==> config.mk <==
export PLATFORM = sky130hd
export DESIGN_NAME = klsor_regs
export DESIGN_NICKNAME = d
export VERILOG_FILES = /design/src/hdl/klsor_pkg.sv /design/src/hdl/klsor_regs.sv
export SDC_FILE = /design/constraint.sdc
export NUM_CORES = 1
export LEC_CHECK = 0
export BUFFER_PORTS_ARGS = -buffer_cell sky130_fd_sc_hd__buf_2
export CORE_ASPECT_RATIO = 1.4
export CORE_MARGIN = 2
export CORE_UTILIZATION = 54
export DETAILED_ROUTE_END_ITERATION = 8
export GPL_TIMING_DRIVEN = 0
export PLACE_DENSITY_LB_ADDON = 0.12
export SETUP_SLACK_MARGIN = 0.05
export SYNTH_ARGS = -nofsm -noshare
export SYNTH_HDL_FRONTEND = slang
export SYNTH_SLANG_ARGS = --single-unit
==> constraint.sdc <==
create_clock -name core_clk -period 1.9 [get_ports core_clk]
set_input_delay 0.19 -clock core_clk [delete_from_list [all_inputs] [get_ports core_clk]]
set_output_delay 0.19 -clock core_clk [all_outputs]
set_load 0.05 [all_outputs]
==> src/hdl/klsor_pkg.sv <==
// constants and state type for the key lock and signal override registers
package klsor_pkg;

  // register addresses on the internal register port
  localparam logic [7:0] ADDR_TICK_CTRL = 8'hda;
  localparam logic [7:0] ADDR_UNLOCK_KEY = 8'hdb;
  localparam logic [7:0] ADDR_SIGNAL_FORCE = 8'he0;
  localparam logic [7:0] ADDR_REG_RAW_STATE = 8'he1;

  // unlock value and reset values
  localparam logic [15:0] UNLOCK_VALUE = 16'h0013;
  localparam logic [15:0] KEY_RESET = 16'h0000;
  localparam logic [15:0] TICK_CTRL_RESET = 16'h1000;
  localparam logic [15:0] FORCE_RESET = 16'h0000;
  localparam logic [15:0] RAW_STATE_RESET = 16'h0000;

  // field layouts
  localparam logic [15:0] TICK_CTRL_WMASK = 16'hb3ff;
  localparam logic [15:0] CMP_MASK = 16'h0c8f;
  localparam logic [15:0] FORCE_WMASK = 16'h0fcf;
  localparam logic [15:0] RAW_STATE_MASK = 16'h8f0f;
  localparam int LOCK_FORCE_BIT = 9;
  localparam int TICK_FORCE_BIT = 8;
  localparam int ALARM_FORCE_BIT = 6;

  // 16 kHz debounce tick from the 25 MHz core clock
  localparam int CLK_PERIOD_NS = 40;
  localparam int TICK16K_PERIOD_NS = 62500;
  localparam int TICK16K_CYCLES = TICK16K_PERIOD_NS / CLK_PERIOD_NS;
  localparam logic [10:0] TICK16K_LAST = 11'(TICK16K_CYCLES - 1);
  localparam logic [10:0] DIV_RESET = 11'h000;

  // complete register state of the block
  typedef struct packed {
    logic [15:0] key;
    logic [15:0] tick_ctrl;
    logic [15:0] force_val;
    logic [15:0] raw_state;
    logic [15:0] cmp_s1;
    logic [15:0] cmp_s2;
    logic [15:0] st_s1;
    logic [15:0] st_s2;
    logic lock_s1;
    logic lock_s2;
    logic alarm_s1;
    logic alarm_s2;
    logic [10:0] div;
    logic pulse16k;
    logic [15:0] deb_in;
    logic lock_ok;
    logic alarm;
    logic deb_tick;
    logic [15:0] rdata;
  } klsor_state_t;

endpackage

==> src/hdl/klsor_regs.sv <==
// key lock, tick control and signal override register block
`timescale 1ns/1ps
// What this block does
// - writes to protected registers land only while the key holds 0x0013.
// - the key register is 16 bits, resets to zero and is cleared by clear.
// - the tick control register, trim field included, is key protected.
// - reading a comparator force bit returns that comparator's raw value.
// - with the global analog force set, force bits feed the debounce inputs.
// - bit 9 of the force register pins the lock indication to locked.
// - bit 8 of the force register swaps every debounce tick for 16 kHz.
// - bit 6 of the force register holds the alarm asserted.
// - raw regulator state reads at bits 15, 11:8, 3:0 and clear zeroes it.
module klsor_regs (
  input wire logic core_clk,
  input wire logic arst_n,
  input wire logic sm_clear,
  input wire logic reg_wr,
  input wire logic reg_rd,
  input wire logic [7:0] reg_addr,
  input wire logic [15:0] reg_wdata,
  output logic [15:0] reg_rdata_q,
  input wire logic analog_force_enable,
  input wire logic [15:0] cmp_raw,
  input wire logic [15:0] reg_raw_state,
  input wire logic lock_raw,
  input wire logic alarm_raw,
  input wire logic deb_tick_normal,
  output logic [15:0] deb_in_q,
  output logic lock_ok_q,
  output logic alarm_q,
  output logic deb_tick_q,
  output logic [15:0] tick_ctrl_q
);

  klsor_pkg::klsor_state_t s_q;
  klsor_pkg::klsor_state_t s_d;
  logic key_open;

  //////////////////////////////////////////////////////////////////////////
  // next state
  assign key_open = (s_q.key == klsor_pkg::UNLOCK_VALUE);

  always_comb
  begin
    s_d = s_q;
    // two-stage synchronisers for the analog and foreign signals
    s_d.cmp_s1 = cmp_raw;
    s_d.cmp_s2 = s_q.cmp_s1;
    s_d.st_s1 = reg_raw_state;
    s_d.st_s2 = s_q.st_s1;
    s_d.lock_s1 = lock_raw;
    s_d.lock_s2 = s_q.lock_s1;
    s_d.alarm_s1 = alarm_raw;
    s_d.alarm_s2 = s_q.alarm_s1;

    // register writes
    if (reg_wr)
    begin
      unique case (reg_addr)
        klsor_pkg::ADDR_UNLOCK_KEY: s_d.key = reg_wdata;
        klsor_pkg::ADDR_TICK_CTRL:
        begin
          if (key_open)
            s_d.tick_ctrl = reg_wdata & klsor_pkg::TICK_CTRL_WMASK;
        end
        klsor_pkg::ADDR_SIGNAL_FORCE:
          s_d.force_val = reg_wdata & klsor_pkg::FORCE_WMASK;
        default: s_d.key = s_q.key; // other addresses ignored
      endcase
    end

    // raw regulator state, zeroed by the power state machine
    s_d.raw_state = s_q.st_s2 & klsor_pkg::RAW_STATE_MASK;
    if (sm_clear)
    begin
      s_d.key = klsor_pkg::KEY_RESET;
      s_d.tick_ctrl = klsor_pkg::TICK_CTRL_RESET;
      s_d.raw_state = klsor_pkg::RAW_STATE_RESET;
    end

    // 16 kHz tick divider
    if (s_q.div == klsor_pkg::TICK16K_LAST)
    begin
      s_d.div = klsor_pkg::DIV_RESET;
      s_d.pulse16k = 1'b1;
    end
    else
    begin
      s_d.div = s_q.div + 11'h001;
      s_d.pulse16k = 1'b0;
    end

    // debounce inputs: forced or raw comparators
    if (analog_force_enable)
      s_d.deb_in = s_q.force_val & klsor_pkg::CMP_MASK;
    else
      s_d.deb_in = s_q.cmp_s2 & klsor_pkg::CMP_MASK;

    s_d.lock_ok = s_q.lock_s2 | s_q.force_val[klsor_pkg::LOCK_FORCE_BIT];
    s_d.alarm = s_q.alarm_s2 | s_q.force_val[klsor_pkg::ALARM_FORCE_BIT];
    if (s_q.force_val[klsor_pkg::TICK_FORCE_BIT])
      s_d.deb_tick = s_q.pulse16k;
    else
      s_d.deb_tick = deb_tick_normal;

    // read data, one cycle after the read strobe
    s_d.rdata = 16'h0000;
    if (reg_rd)
    begin
      unique case (reg_addr)
        klsor_pkg::ADDR_UNLOCK_KEY: s_d.rdata = s_q.key;
        klsor_pkg::ADDR_TICK_CTRL: s_d.rdata = s_q.tick_ctrl;
        klsor_pkg::ADDR_SIGNAL_FORCE:
          s_d.rdata = (s_q.cmp_s2 & klsor_pkg::CMP_MASK)
            | (s_q.force_val & ~klsor_pkg::CMP_MASK);
        klsor_pkg::ADDR_REG_RAW_STATE: s_d.rdata = s_q.raw_state;
        default: s_d.rdata = 16'h0000;
      endcase
    end
  end

  //////////////////////////////////////////////////////////////////////////
  // state register
  always_ff @(posedge core_clk or negedge arst_n)
  begin
    if (!arst_n)
    begin
      s_q <= '0;
      s_q.key <= klsor_pkg::KEY_RESET;
      s_q.tick_ctrl <= klsor_pkg::TICK_CTRL_RESET;
      s_q.force_val <= klsor_pkg::FORCE_RESET;
    end
    else
      s_q <= s_d;
  end

  // outputs straight from flops
  assign reg_rdata_q = s_q.rdata;
  assign deb_in_q = s_q.deb_in;
  assign lock_ok_q = s_q.lock_ok;
  assign alarm_q = s_q.alarm;
  assign deb_tick_q = s_q.deb_tick;
  assign tick_ctrl_q = s_q.tick_ctrl;
endmodule // klsor_regs

Yosys cells after proc, flatten, opt, wreduce, memory -nomap -nowiden

Cells that the tools add are included.

Memories: 0
Logic and storage cells: 48
Bits of input ports: 65
Memory bits (read-only): 0
Output and inout bits: 51
RAM bits: 0
Bits in latches: 0
Register bits after elaboration: 165

Eq/ne operators: 6
Reduce and logical (&&, ||, !) cells: 7
Divide/modulo/power cells: 0
Shifts and indexed selects: 0
Add/subtract/negate cells: 1
Muxes and demuxes: 12
Bitwise gates (word level): 3
Magnitude comparators: 0
Multipliers: 0

Operator list:

| kind                                                                   | count |
|---|---|
| 16-bit two-way mux                                                     | 5 |
| 16-bit one-hot mux with 4 select lines                                 | 1 |
| 48-bit two-way mux                                                     | 1 |
| 12-bit two-way mux                                                     | 3 |
| 8-bit equality test, second input constant                             | 4 |
| 32-bit two-way mux                                                     | 1 |
| 16-bit by 5-bit equality test with 1-bit output, second input constant | 1 |
| 12-bit by 10-bit bitwise OR with 12-bit output                         | 1 |
| 11-bit by 1-bit adder with 11-bit output, second input constant        | 1 |
| 11-bit equality test, second input constant                            | 1 |
| 2-bit nonzero test                                                     | 4 |
| 2-bit AND reduction                                                    | 2 |
| 3-bit AND reduction                                                    | 1 |
| 1-bit bitwise OR                                                       | 2 |
| 1-bit two-way mux                                                      | 1 |

Depth between registers and ports, before layout

Gate-level depths: netlist (run 1).

Depth in word-level cells: 5
Depth in mapped cells: 6
Mapped depth without buffers: 6

Worst setup path after synthesis (run 1)

OpenSTA, ideal clock, no wires.

Kind: register to register
From: reg s_q[41] (netlist name)
To: reg s_q[45] (netlist name)
Stages on the path, launching flop included: 5
Path buffers: 0
Arrival: 1.463 ns
Setup time: 0.125 ns
Slack: 0.312 ns
Data required time: 1.775 ns
Clock period less this slack: 1.588 ns
Path through: dfrtp_1 > or4_4 > nor3_4 > nor2_1 > mux2_4

RTL lines:

| what               | line             | text |
|---|---|---|
| start: declaration | klsor_regs.sv:35 | `klsor_pkg::klsor_state_t s_q;` |

==> metrics, run 1 <==
status finished, final reports clean; Max Cap Viol 0; Initial DRT Pass Iterations 4; root buf cell clkbuf_16; via count 3303; launch point of the worst reg-to-reg path s_q[41]; final worst-path cycle share 90.2%; initial antenna violation count 0; min Tclk post-route 1710 ps; Sequential cell area 3050 um^2; vias in the first global route 3534; Fill cells 649; worst slew pin tran 648 ps; Synth cell types 46; Required @ worst endpoint 2190 ps; Worst Setup End Kind flop; Synth warnings 0; Wirelength per Cell 15.9 um; DRT iter0 DRCs 146; Tot GR Track Use 22.6%; Syn Area/Cell 12.8 um^2; I/O Buffers 86; Critical Path AT 2000 ps; Yosys reg bits 122; startpoint types flop; Int Pwr 5.22 mW; Switch Pwr 1.39 mW; clk slew on worst S/H paths 50 ps; row count 41; Clk pwr share 52.9%; FFs w/ async S/R, synth 100%; Hold Fails Final Rpt 0; vias per std cell 5.07; Syn Inst Count 394; worst hold path class in2reg; Slew headroom 56.8%; H-tree depth 4; antenna viol nets, final 0; Die W 85.7 um; Post-synth EDFFs 0; Combinational Power Share 6.2%; clk_lat worst skew 410 ps; Hold Path Stages 2; TritonCTS buffer count 17; area of the multi-input gates 1590 um^2; Sw Share 21.0%; # nets final 598; pin count of the biggest net entering global routing 67; Crit Path Class reg2reg; Hold Crit Endpoint deb_tick_q; reg-to-reg setup timing slack 190 ps; maximum operating frequency 0.584 GHz; GR Overflow Total 0; die area 10100 um^2; Die H 118 um; Post-synth top flop dfrtp_1; Worst Path Max Fanout 8; drt total wl 10400 um; Clock Skews 9.65 ps; fin util 72.4%; remaining routing DRC violations 0; I/O pin cnt 116; GPL Wtd Cong 0.823; Slew Viols, Final 0; dpl hpwl 6880 um; r2r endpoint s_q[45]; sequential-to-total area share from yosys stat 60.6%; CTS tree done; share of layout cells above drive strength 1 36.8%; RSZ-0062 raised after global routing no; IR drop worst, VDD 0.000785 V; core outline area 9030 um^2; Num Clock Sinks 122; HP Start deb_tick_normal; R2R cell count 4; Mapped Area 5040 um^2; Initial Utilization 55.8%; PD cells 1010 nW/um^2; share of power burned in registers 40.9%; hold slack 16.7 ps; P&R area growth vs syn 29.7%; n_diodes 0; maximum buffer depth of the clock tree 2; Leak 3.34 nW; Final setup viols 0; first-pass GRT wire length 17200 um
## cell usage after synthesis, types with 4 or more instances
library cell / instances / area, um^2
nand2_1: 8 / 30.0
nand3_1: 10 / 50.1
mux2_2: 14 / 158
dfrtp_1: 121 / 3030
a22oi_1: 8 / 60.1
buf_4: 50 / 375
nor2_1: 37 / 139
nand2b_1: 25 / 156
nand3b_1: 4 / 30.0
mux2_1: 10 / 113
nor2b_1: 9 / 56.3
buf_2: 4 / 20.0
clkbuf_1: 8 / 30.0
mux2i_1: 33 / 330
xor2_1: 4 / 35.0
## stage by stage
step,setup TNS (ps),power (mW),cell area (um^2),setup WS [ps],cells
after floorplan,0,2.95,5080,312,405
after global routing,0,6.85,6540,71.8,651
after detailed placement,-18.6,3.12,5680,-12.7,599
after global placement,-96480,3.11,5650,-805,598
final,0,6.60,6540,186,651
after CTS,0,6.66,6530,180,651
## sequential cells by signal, indices dropped and copies added (netlist names)
signal	count
deb_tick_q	1
s_d	18
alarm_q	1
s_q	65
tick_ctrl_q	13
deb_in_q	7
lock_ok_q	1
reg_rdata_q	16
## worst max-delay path by stage
stage / cells past startpoint / to / startpoint
4_1_cts: 4 / s_q[45] / s_q[41]
2_1_floorplan: 4 / s_q[45] / s_q[41]
3_3_place_gp: 1 / s_d[84] / arst_n
3_5_place_dp: 5 / s_q[139] / reg_addr[1]
6_report: 4 / s_q[45] / s_q[41]
5_1_grt: 5 / tick_ctrl_q[2] / s_q[171]
## layout by cell type, fill, tap and decap left out, drive strengths merged, types with 2 or more instances in the layout
cell type	count
a211oi	3
a21oi	3
a221oi	3
a22o	3
a22oi	8
and2	2
buf	144
bufinv	5
clkbuf	28
clkinv	3
clkinvlp	4
conb	12
dfrtp	121
dlygate4sd3	19
ha	2
mux2	25
mux2i	33
nand2	9
nand2b	25
nand3	10
nand3b	4
nand4	2
nor2	37
nor2b	9
nor3	3
nor3b	2
nor4	2
o21ai	2
or2	4
xnor2	3
xor2	4
## cell type report
class,count,area share [%]
Timing Repair Buffer,107,10.1
Sequential cell,122,46.7
Inverter,1,0.0574
Buffer,64,6.74
Tap cell,107,2.05
Clock buffer,20,6.99
Multi-Input combinational cell,218,24.3
Clock inverter,12,2.99
## worst max-delay path, stage by stage (launching register included)
cell and delay (ps):
dfrtp_1 430, or4_4 540, nor3_4 280, nor2_1 90, mux2_4 260
## cells by family after synthesis
kind of cell / after synthesis / share of synthesized area [%]
multiplexers: 58 / 12.2
buffers and inverters: 65 / 8.81
XOR/XNOR: 7 / 1.22
AO/OA/AOI/OAI: 22 / 3.18
AND/OR/NAND/NOR: 117 / 13.4
other: 1 / 0.0744
flip-flops: 122 / 60.6
adder cells (fa/ha/maj): 2 / 0.496
## power groups by stage
stage	registers (mW)	clock network (mW)	logic [mW]
2_1_floorplan	2.74	0	0.209
3_3_place_gp	2.74	0	0.366
3_5_place_dp	2.74	0	0.381
4_1_cts	2.70	3.55	0.413
5_1_grt	2.70	3.70	0.445
6_report	2.70	3.50	0.409
## routing by layer
layer	up-vias	global-route usage (%)	part of all wire, %
li1	1545	-	-
met1	1622	27.5	40
met2	120	36.8	52
met3	16	7.40	6.2
met4	0	9.33	1.5
met5	-	0	0
## timing repair
item	in CTS	in global routing
setup buffers	1	0
hold buffers	19	0
setup endpoints to repair	10	6
gates resized for setup	0	1
pin swaps	1	0
hold endpoints to repair	73	0
No activity file was read; power rests on OpenSTA's default activity.
==> run 2: changes to the inputs <==
--- a/config.mk
+++ b/config.mk
@@ -6,9 +6,11 @@
 export NUM_CORES = 1
 export LEC_CHECK = 0
 export BUFFER_PORTS_ARGS = -buffer_cell sky130_fd_sc_hd__buf_2
+export CELL_PAD_IN_SITES_DETAIL_PLACEMENT = 1
+export CELL_PAD_IN_SITES_GLOBAL_PLACEMENT = 1
 export CORE_ASPECT_RATIO = 1.4
 export CORE_MARGIN = 2
-export CORE_UTILIZATION = 54
+export CORE_UTILIZATION = 43
 export DETAILED_ROUTE_END_ITERATION = 8
 export GPL_TIMING_DRIVEN = 0
 export PLACE_DENSITY_LB_ADDON = 0.12
==> metrics, run 2 (synthesis gave the netlist of run 1 again) <==
P&R area growth vs syn 29.4%; drt total wl 11500 um; Tot GR Track Use 20.2%; vias in the first global route 3743; share of layout cells above drive strength 1 36.2%; clk_lat worst skew 410 ps; non-filler instance count after layout 686; # nets final 598; row count 46; H-tree depth 4; via count 3316; Fill cells 1192; status finished, final reports clean; maximum buffer depth of the clock tree 2; first-pass GRT wire length 19100 um; Critical Path AT 2040 ps; Leak 3.32 nW; dpl hpwl 7900 um; maximum operating frequency 0.582 GHz; Hold Fails Final Rpt 0; pre-CTS WS -69.9 ps; area of the multi-input gates 1590 um^2; largest register by flop count s_q; I/O pin cnt 116; root buf cell clkbuf_16; vias per std cell 4.83; most common cell after layout, fill and taps aside dfrtp_1; IR drop worst, VDD 0.000741 V; Initial Utilization 44.2%; final worst-path cycle share 90.5%; CTS tree done; initial antenna violation count 0; min Tclk post-route 1720 ps; remaining routing DRC violations 0; setup slack after layout 180 ps; Inst Count DP 636; pin count of the biggest net entering global routing 67; Die W 95.5 um; Worst Setup End Kind flop; n_diodes 0; Final setup viols 0; most frequent cells in the layout dfrtp_1 (121), buf_2 (89), buf_4 (51); TritonCTS buffer count 17; RSZ-0062 raised after global routing no; startpoint types flop; core outline area 11400 um^2; Slew Viols, Final 0; PD cells 972 nW/um^2; worst slew pin tran 680 ps; DRT iter0 DRCs 111; Clock Skews 6.23 ps; Die H 132 um; I/O Buffers 86; Wirelength per Cell 16.8 um; worst hold path class in2reg; Num Clock Sinks 122; Sequential cell area 3050 um^2; GPL Wtd Cong 0.792; Worst Path Max Fanout 10; GR Overflow Total 0; clk slew on worst S/H paths 50 ps; max reg flops 65; Crit Path Class reg2reg; Initial DRT Pass Iterations 4; Required @ worst endpoint 2220 ps; Slew headroom 54.7%; antenna viol nets, final 0; die area 12600 um^2; Max Cap Viol 0
## run 2: cell types whose count changed in the layout (fill, tap and decap cells not counted)
cell        previous run  this run
clkbuf_8               2         3
clkbuf_1               9        11
clkinv_4               0         1
clkinvlp_4             4         1
clkinv_2               3         2
bufinv_16              5         3
## run 2: layout make-up
type	count	share of cell area, %
Timing Repair Buffer	107	10.1
Inverter	1	0.0575
Clock buffer	23	7.33
Clock inverter	7	1.78
Tap cell	144	2.76
Multi-Input combinational cell	218	24.4
Buffer	64	6.75
Sequential cell	122	46.8
## run 2: final timing paths
kind / endpoint / cells past startpoint / slack [ps] / from
setup / recovery: tick_ctrl_q[2] / 5 / 180 / s_q[174]
hold / removal: deb_tick_q / 2 / 20 / deb_tick_normal
setup reg to reg: tick_ctrl_q[2] / 5 / 180 / s_q[174]
hold reg to reg: s_q[51] / 0 / 350 / s_d[51]
max in group asynchronous: tick_ctrl_q[12] / 3 / 880 / arst_n
min in group asynchronous: alarm_q / 2 / 310 / arst_n
## run 2: per-layer routing
| layer | GRT usage (%) | part of all wire [%] | routed length, um |
|---|---|---|---|
| met3 | 5.95 | 4.6 | 535 |
| met2 | 35.6 | 55 | 6310 |
| met4 | 5.71 | 0.99 | 114 |
| met1 | 23.5 | 40 | 4580 |
| met5 | 0 | 0 | 0 |
## run 2: critical path, stage by stage, from the launching register on
cell	delay, ps
dfrtp_1	400
nor4_1	390
nand2_1	190
nor3_4	240
buf_6	210
mux2i_1	210
## run 2: through the flow
stage	power, mW	cell area, um^2	TNS [ps]	utilization, %	hold WS, ps
floorplan	2.95	5080	0	-	-106
global route	6.58	6530	0	57.3	9.67
finish	6.35	6530	0	57.3	20.0
global placement	3.11	5690	-103450	50.0	298
detailed placement	3.13	5730	-565	50.3	191
CTS	6.41	6520	0	57.2	5.63
## run 2: power by group
group | switching, mW | total [mW] | internal (mW)
combinational | 0.257 | 0.416 | 0.159
sequential | 0.0255 | 2.70 | 2.67
clock | 1.08 | 3.23 | 2.15
## run 2: what timing repair did
| action | CTS | global route |
|---|---|---|
| endpoints found under the hold margin | 74 | 0 |
| cloned | 0 | 0 |
| gates resized for setup | 0 | 1 |
| hold buffers | 19 | 0 |
| pin swaps | 1 | 0 |
| buffers inserted | 1 | 0 |
| endpoints found under the setup margin | 10 | 2 |
==> run 3: changes to the inputs <==
--- a/config.mk
+++ b/config.mk
@@ -5,13 +5,13 @@
 export SDC_FILE = /design/constraint.sdc
 export NUM_CORES = 1
 export LEC_CHECK = 0
-export BUFFER_PORTS_ARGS = -buffer_cell sky130_fd_sc_hd__buf_2
 export CELL_PAD_IN_SITES_DETAIL_PLACEMENT = 1
 export CELL_PAD_IN_SITES_GLOBAL_PLACEMENT = 1
 export CORE_ASPECT_RATIO = 1.4
 export CORE_MARGIN = 2
-export CORE_UTILIZATION = 43
+export CORE_UTILIZATION = 50
 export DETAILED_ROUTE_END_ITERATION = 8
+export DONT_BUFFER_PORTS = 1
 export GPL_TIMING_DRIVEN = 0
 export PLACE_DENSITY_LB_ADDON = 0.12
 export SETUP_SLACK_MARGIN = 0.05
==> metrics, run 3 (synthesis gave the netlist of run 1 again) <==
status complete, but fails checks; failing checks hold timing; share of power burned in registers 43.8%; CTS tree done; Critical Path AT 2060 ps; Hold Fails Final Rpt 122; Slew headroom 56.9%; largest register by flop count s_q; vias in the first global route 3374; maximum buffer depth of the clock tree 2; n_diodes 0; CP Cell Sequence nor4_1 > nand4_1 > nor3_4 > buf_6 > mux2i_1; startpoint types flop; I/O pin cnt 116; max reg flops 65; maximum operating frequency 0.577 GHz; post-cts hold buffer count 37; max incr delay on CP 410 ps; drt total wl 11800 um; root buf cell clkbuf_16; Die H 123 um; Crit Path Class reg2reg; clk_lat worst skew 410 ps; Clk pwr share 51.0%; Initial DRT Pass Iterations 5; grt met2 use 40.3%; Worst Setup End Kind flop; Int Pwr 4.87 mW; Switch Pwr 1.32 mW; Tot GR Track Use 23.7%; RSZ-0062 raised after global routing no; Required @ worst endpoint 2230 ps; H-tree depth 4; Max Cap Viol 0; Initial Utilization 51.2%; M1 GR Usage 28.2%; antenna viol nets, final 0; share of layout cells above drive strength 1 23.2%; core outline area 9850 um^2; Fill cells 994; most frequent cells in the layout dfrtp_1 (121), buf_4 (51), nor2_1 (37), dlygate4sd3_1 (37), mux2i_1 (33); DRT iter0 DRCs 159; fin util 63.2%; IR drop worst, VDD 0.000793 V; GR Util met3 7.40%; Num Clock Sinks 122; final worst-path cycle share 91.1%; remaining routing DRC violations 0; Combinational Power Share 5.1%; initial antenna violation count 0; Die W 88.9 um; pin count of the biggest net entering global routing 123; # nets final 529; slowest cell on the critical path dfrtp_1; I/O Buffers 0; clk slew on worst S/H paths 50 ps; min Tclk post-route 1730 ps; worst hold path class in2async; vias per std cell 5.08; via count 3098; worst slew pin tran 646 ps; die area 10900 um^2; non-filler instance count after layout 610; Final setup viols 0; P&R area growth vs syn 23.4%; first-pass GRT wire length 18500 um; Sw Share 21.3%; row count 43; GPL Wtd Cong 0.783; dpl hpwl 7250 um; Inst Count DP 540; setup TNS 0 ps; Worst Path Max Fanout 10; Clock Skews 6.46 ps; gr busiest metal met2; Slew Viols, Final 0; most common cell after layout, fill and taps aside dfrtp_1; TritonCTS buffer count 17; PD cells 995 nW/um^2; hold slack -526 ps; GR Overflow Total 0; Wirelength per Cell 19.3 um; Leak 2.99 nW; R2R cell count 5
run 3: cell types whose count changed in the layout (fill, tap and decap cells not counted), sizes merged:
cell	change
bufinv	-1
dlygate4sd3	+18
clkbuf	+2
buf	-87
clkinv	+1
run 3: routing by layer:
| metal | part of all wire, % | vias to the layer above |
|---|---|---|
| met4 | 1.5 | 0 |
| met2 | 55 | 94 |
| li1 | - | 1415 |
| met5 | 0 | - |
| met3 | 5.1 | 15 |
| met1 | 39 | 1574 |
run 3: final cells by class:
cell class / count / area, um^2 / share of cell area, %
Sequential cell: 122 / 3050 / 49.1
Multi-Input combinational cell: 218 / 1590 / 25.6
Clock buffer: 25 / 495 / 7.96
Buffer: 64 / 440 / 7.08
Timing Repair Buffer: 38 / 378 / 6.07
Tap cell: 135 / 169 / 2.71
Clock inverter: 7 / 91.3 / 1.47
Inverter: 1 / 3.75 / 0.0603
run 3: path summary, 6_finish.rpt:
check	end	from	slack [ps]
worst max-delay path	tick_ctrl_q[2]	s_q[171]	170
worst min-delay path	s_q[175]	arst_n	-530
worst max register to register	tick_ctrl_q[2]	s_q[171]	170
worst min register to register	s_q[49]	s_d[49]	350
max in group asynchronous	tick_ctrl_q[12]	arst_n	2250
min in group core_clk	reg_rdata_q[12]	reg_rd	70
run 3: per-stage QoR:
step / hold WS (ps) / instance area (um^2) / setup slack, ps / total power, mW
6_report: -526 / 6220 / 168 / 6.19
5_1_grt: -550 / 6220 / 53.9 / 6.40
4_1_cts: -538 / 6210 / 72.9 / 6.23
3_5_place_dp: -101 / 5250 / -21.9 / 3.00
3_3_place_gp: -102 / 5250 / 63.0 / 2.99
2_1_floorplan: -106 / 5080 / 312 / 2.95
run 3: critical path: cells and delay by family, from the launching register on:
kind,cells,cell delay (ps)
flops,1,410
simple gates,3,790
buf+inv,1,230
mux,1,210
run 3: power by group through the flow:
stage,Sequential (mW),Combinational [mW],Clock (mW)
2_1_floorplan,2.74,0.209,0
4_1_cts,2.71,0.317,3.21
3_3_place_gp,2.75,0.241,0
6_report,2.71,0.319,3.16
3_5_place_dp,2.76,0.244,0
5_1_grt,2.72,0.337,3.35
run 3: repair_timing:
item / CTS / global route
endpoints found under the hold margin: 180 / 122
pin swaps: 1 / 1
buffers inserted: 0 / 1
resized for setup: 0 / 1
endpoints found under the setup margin: 10 / 10
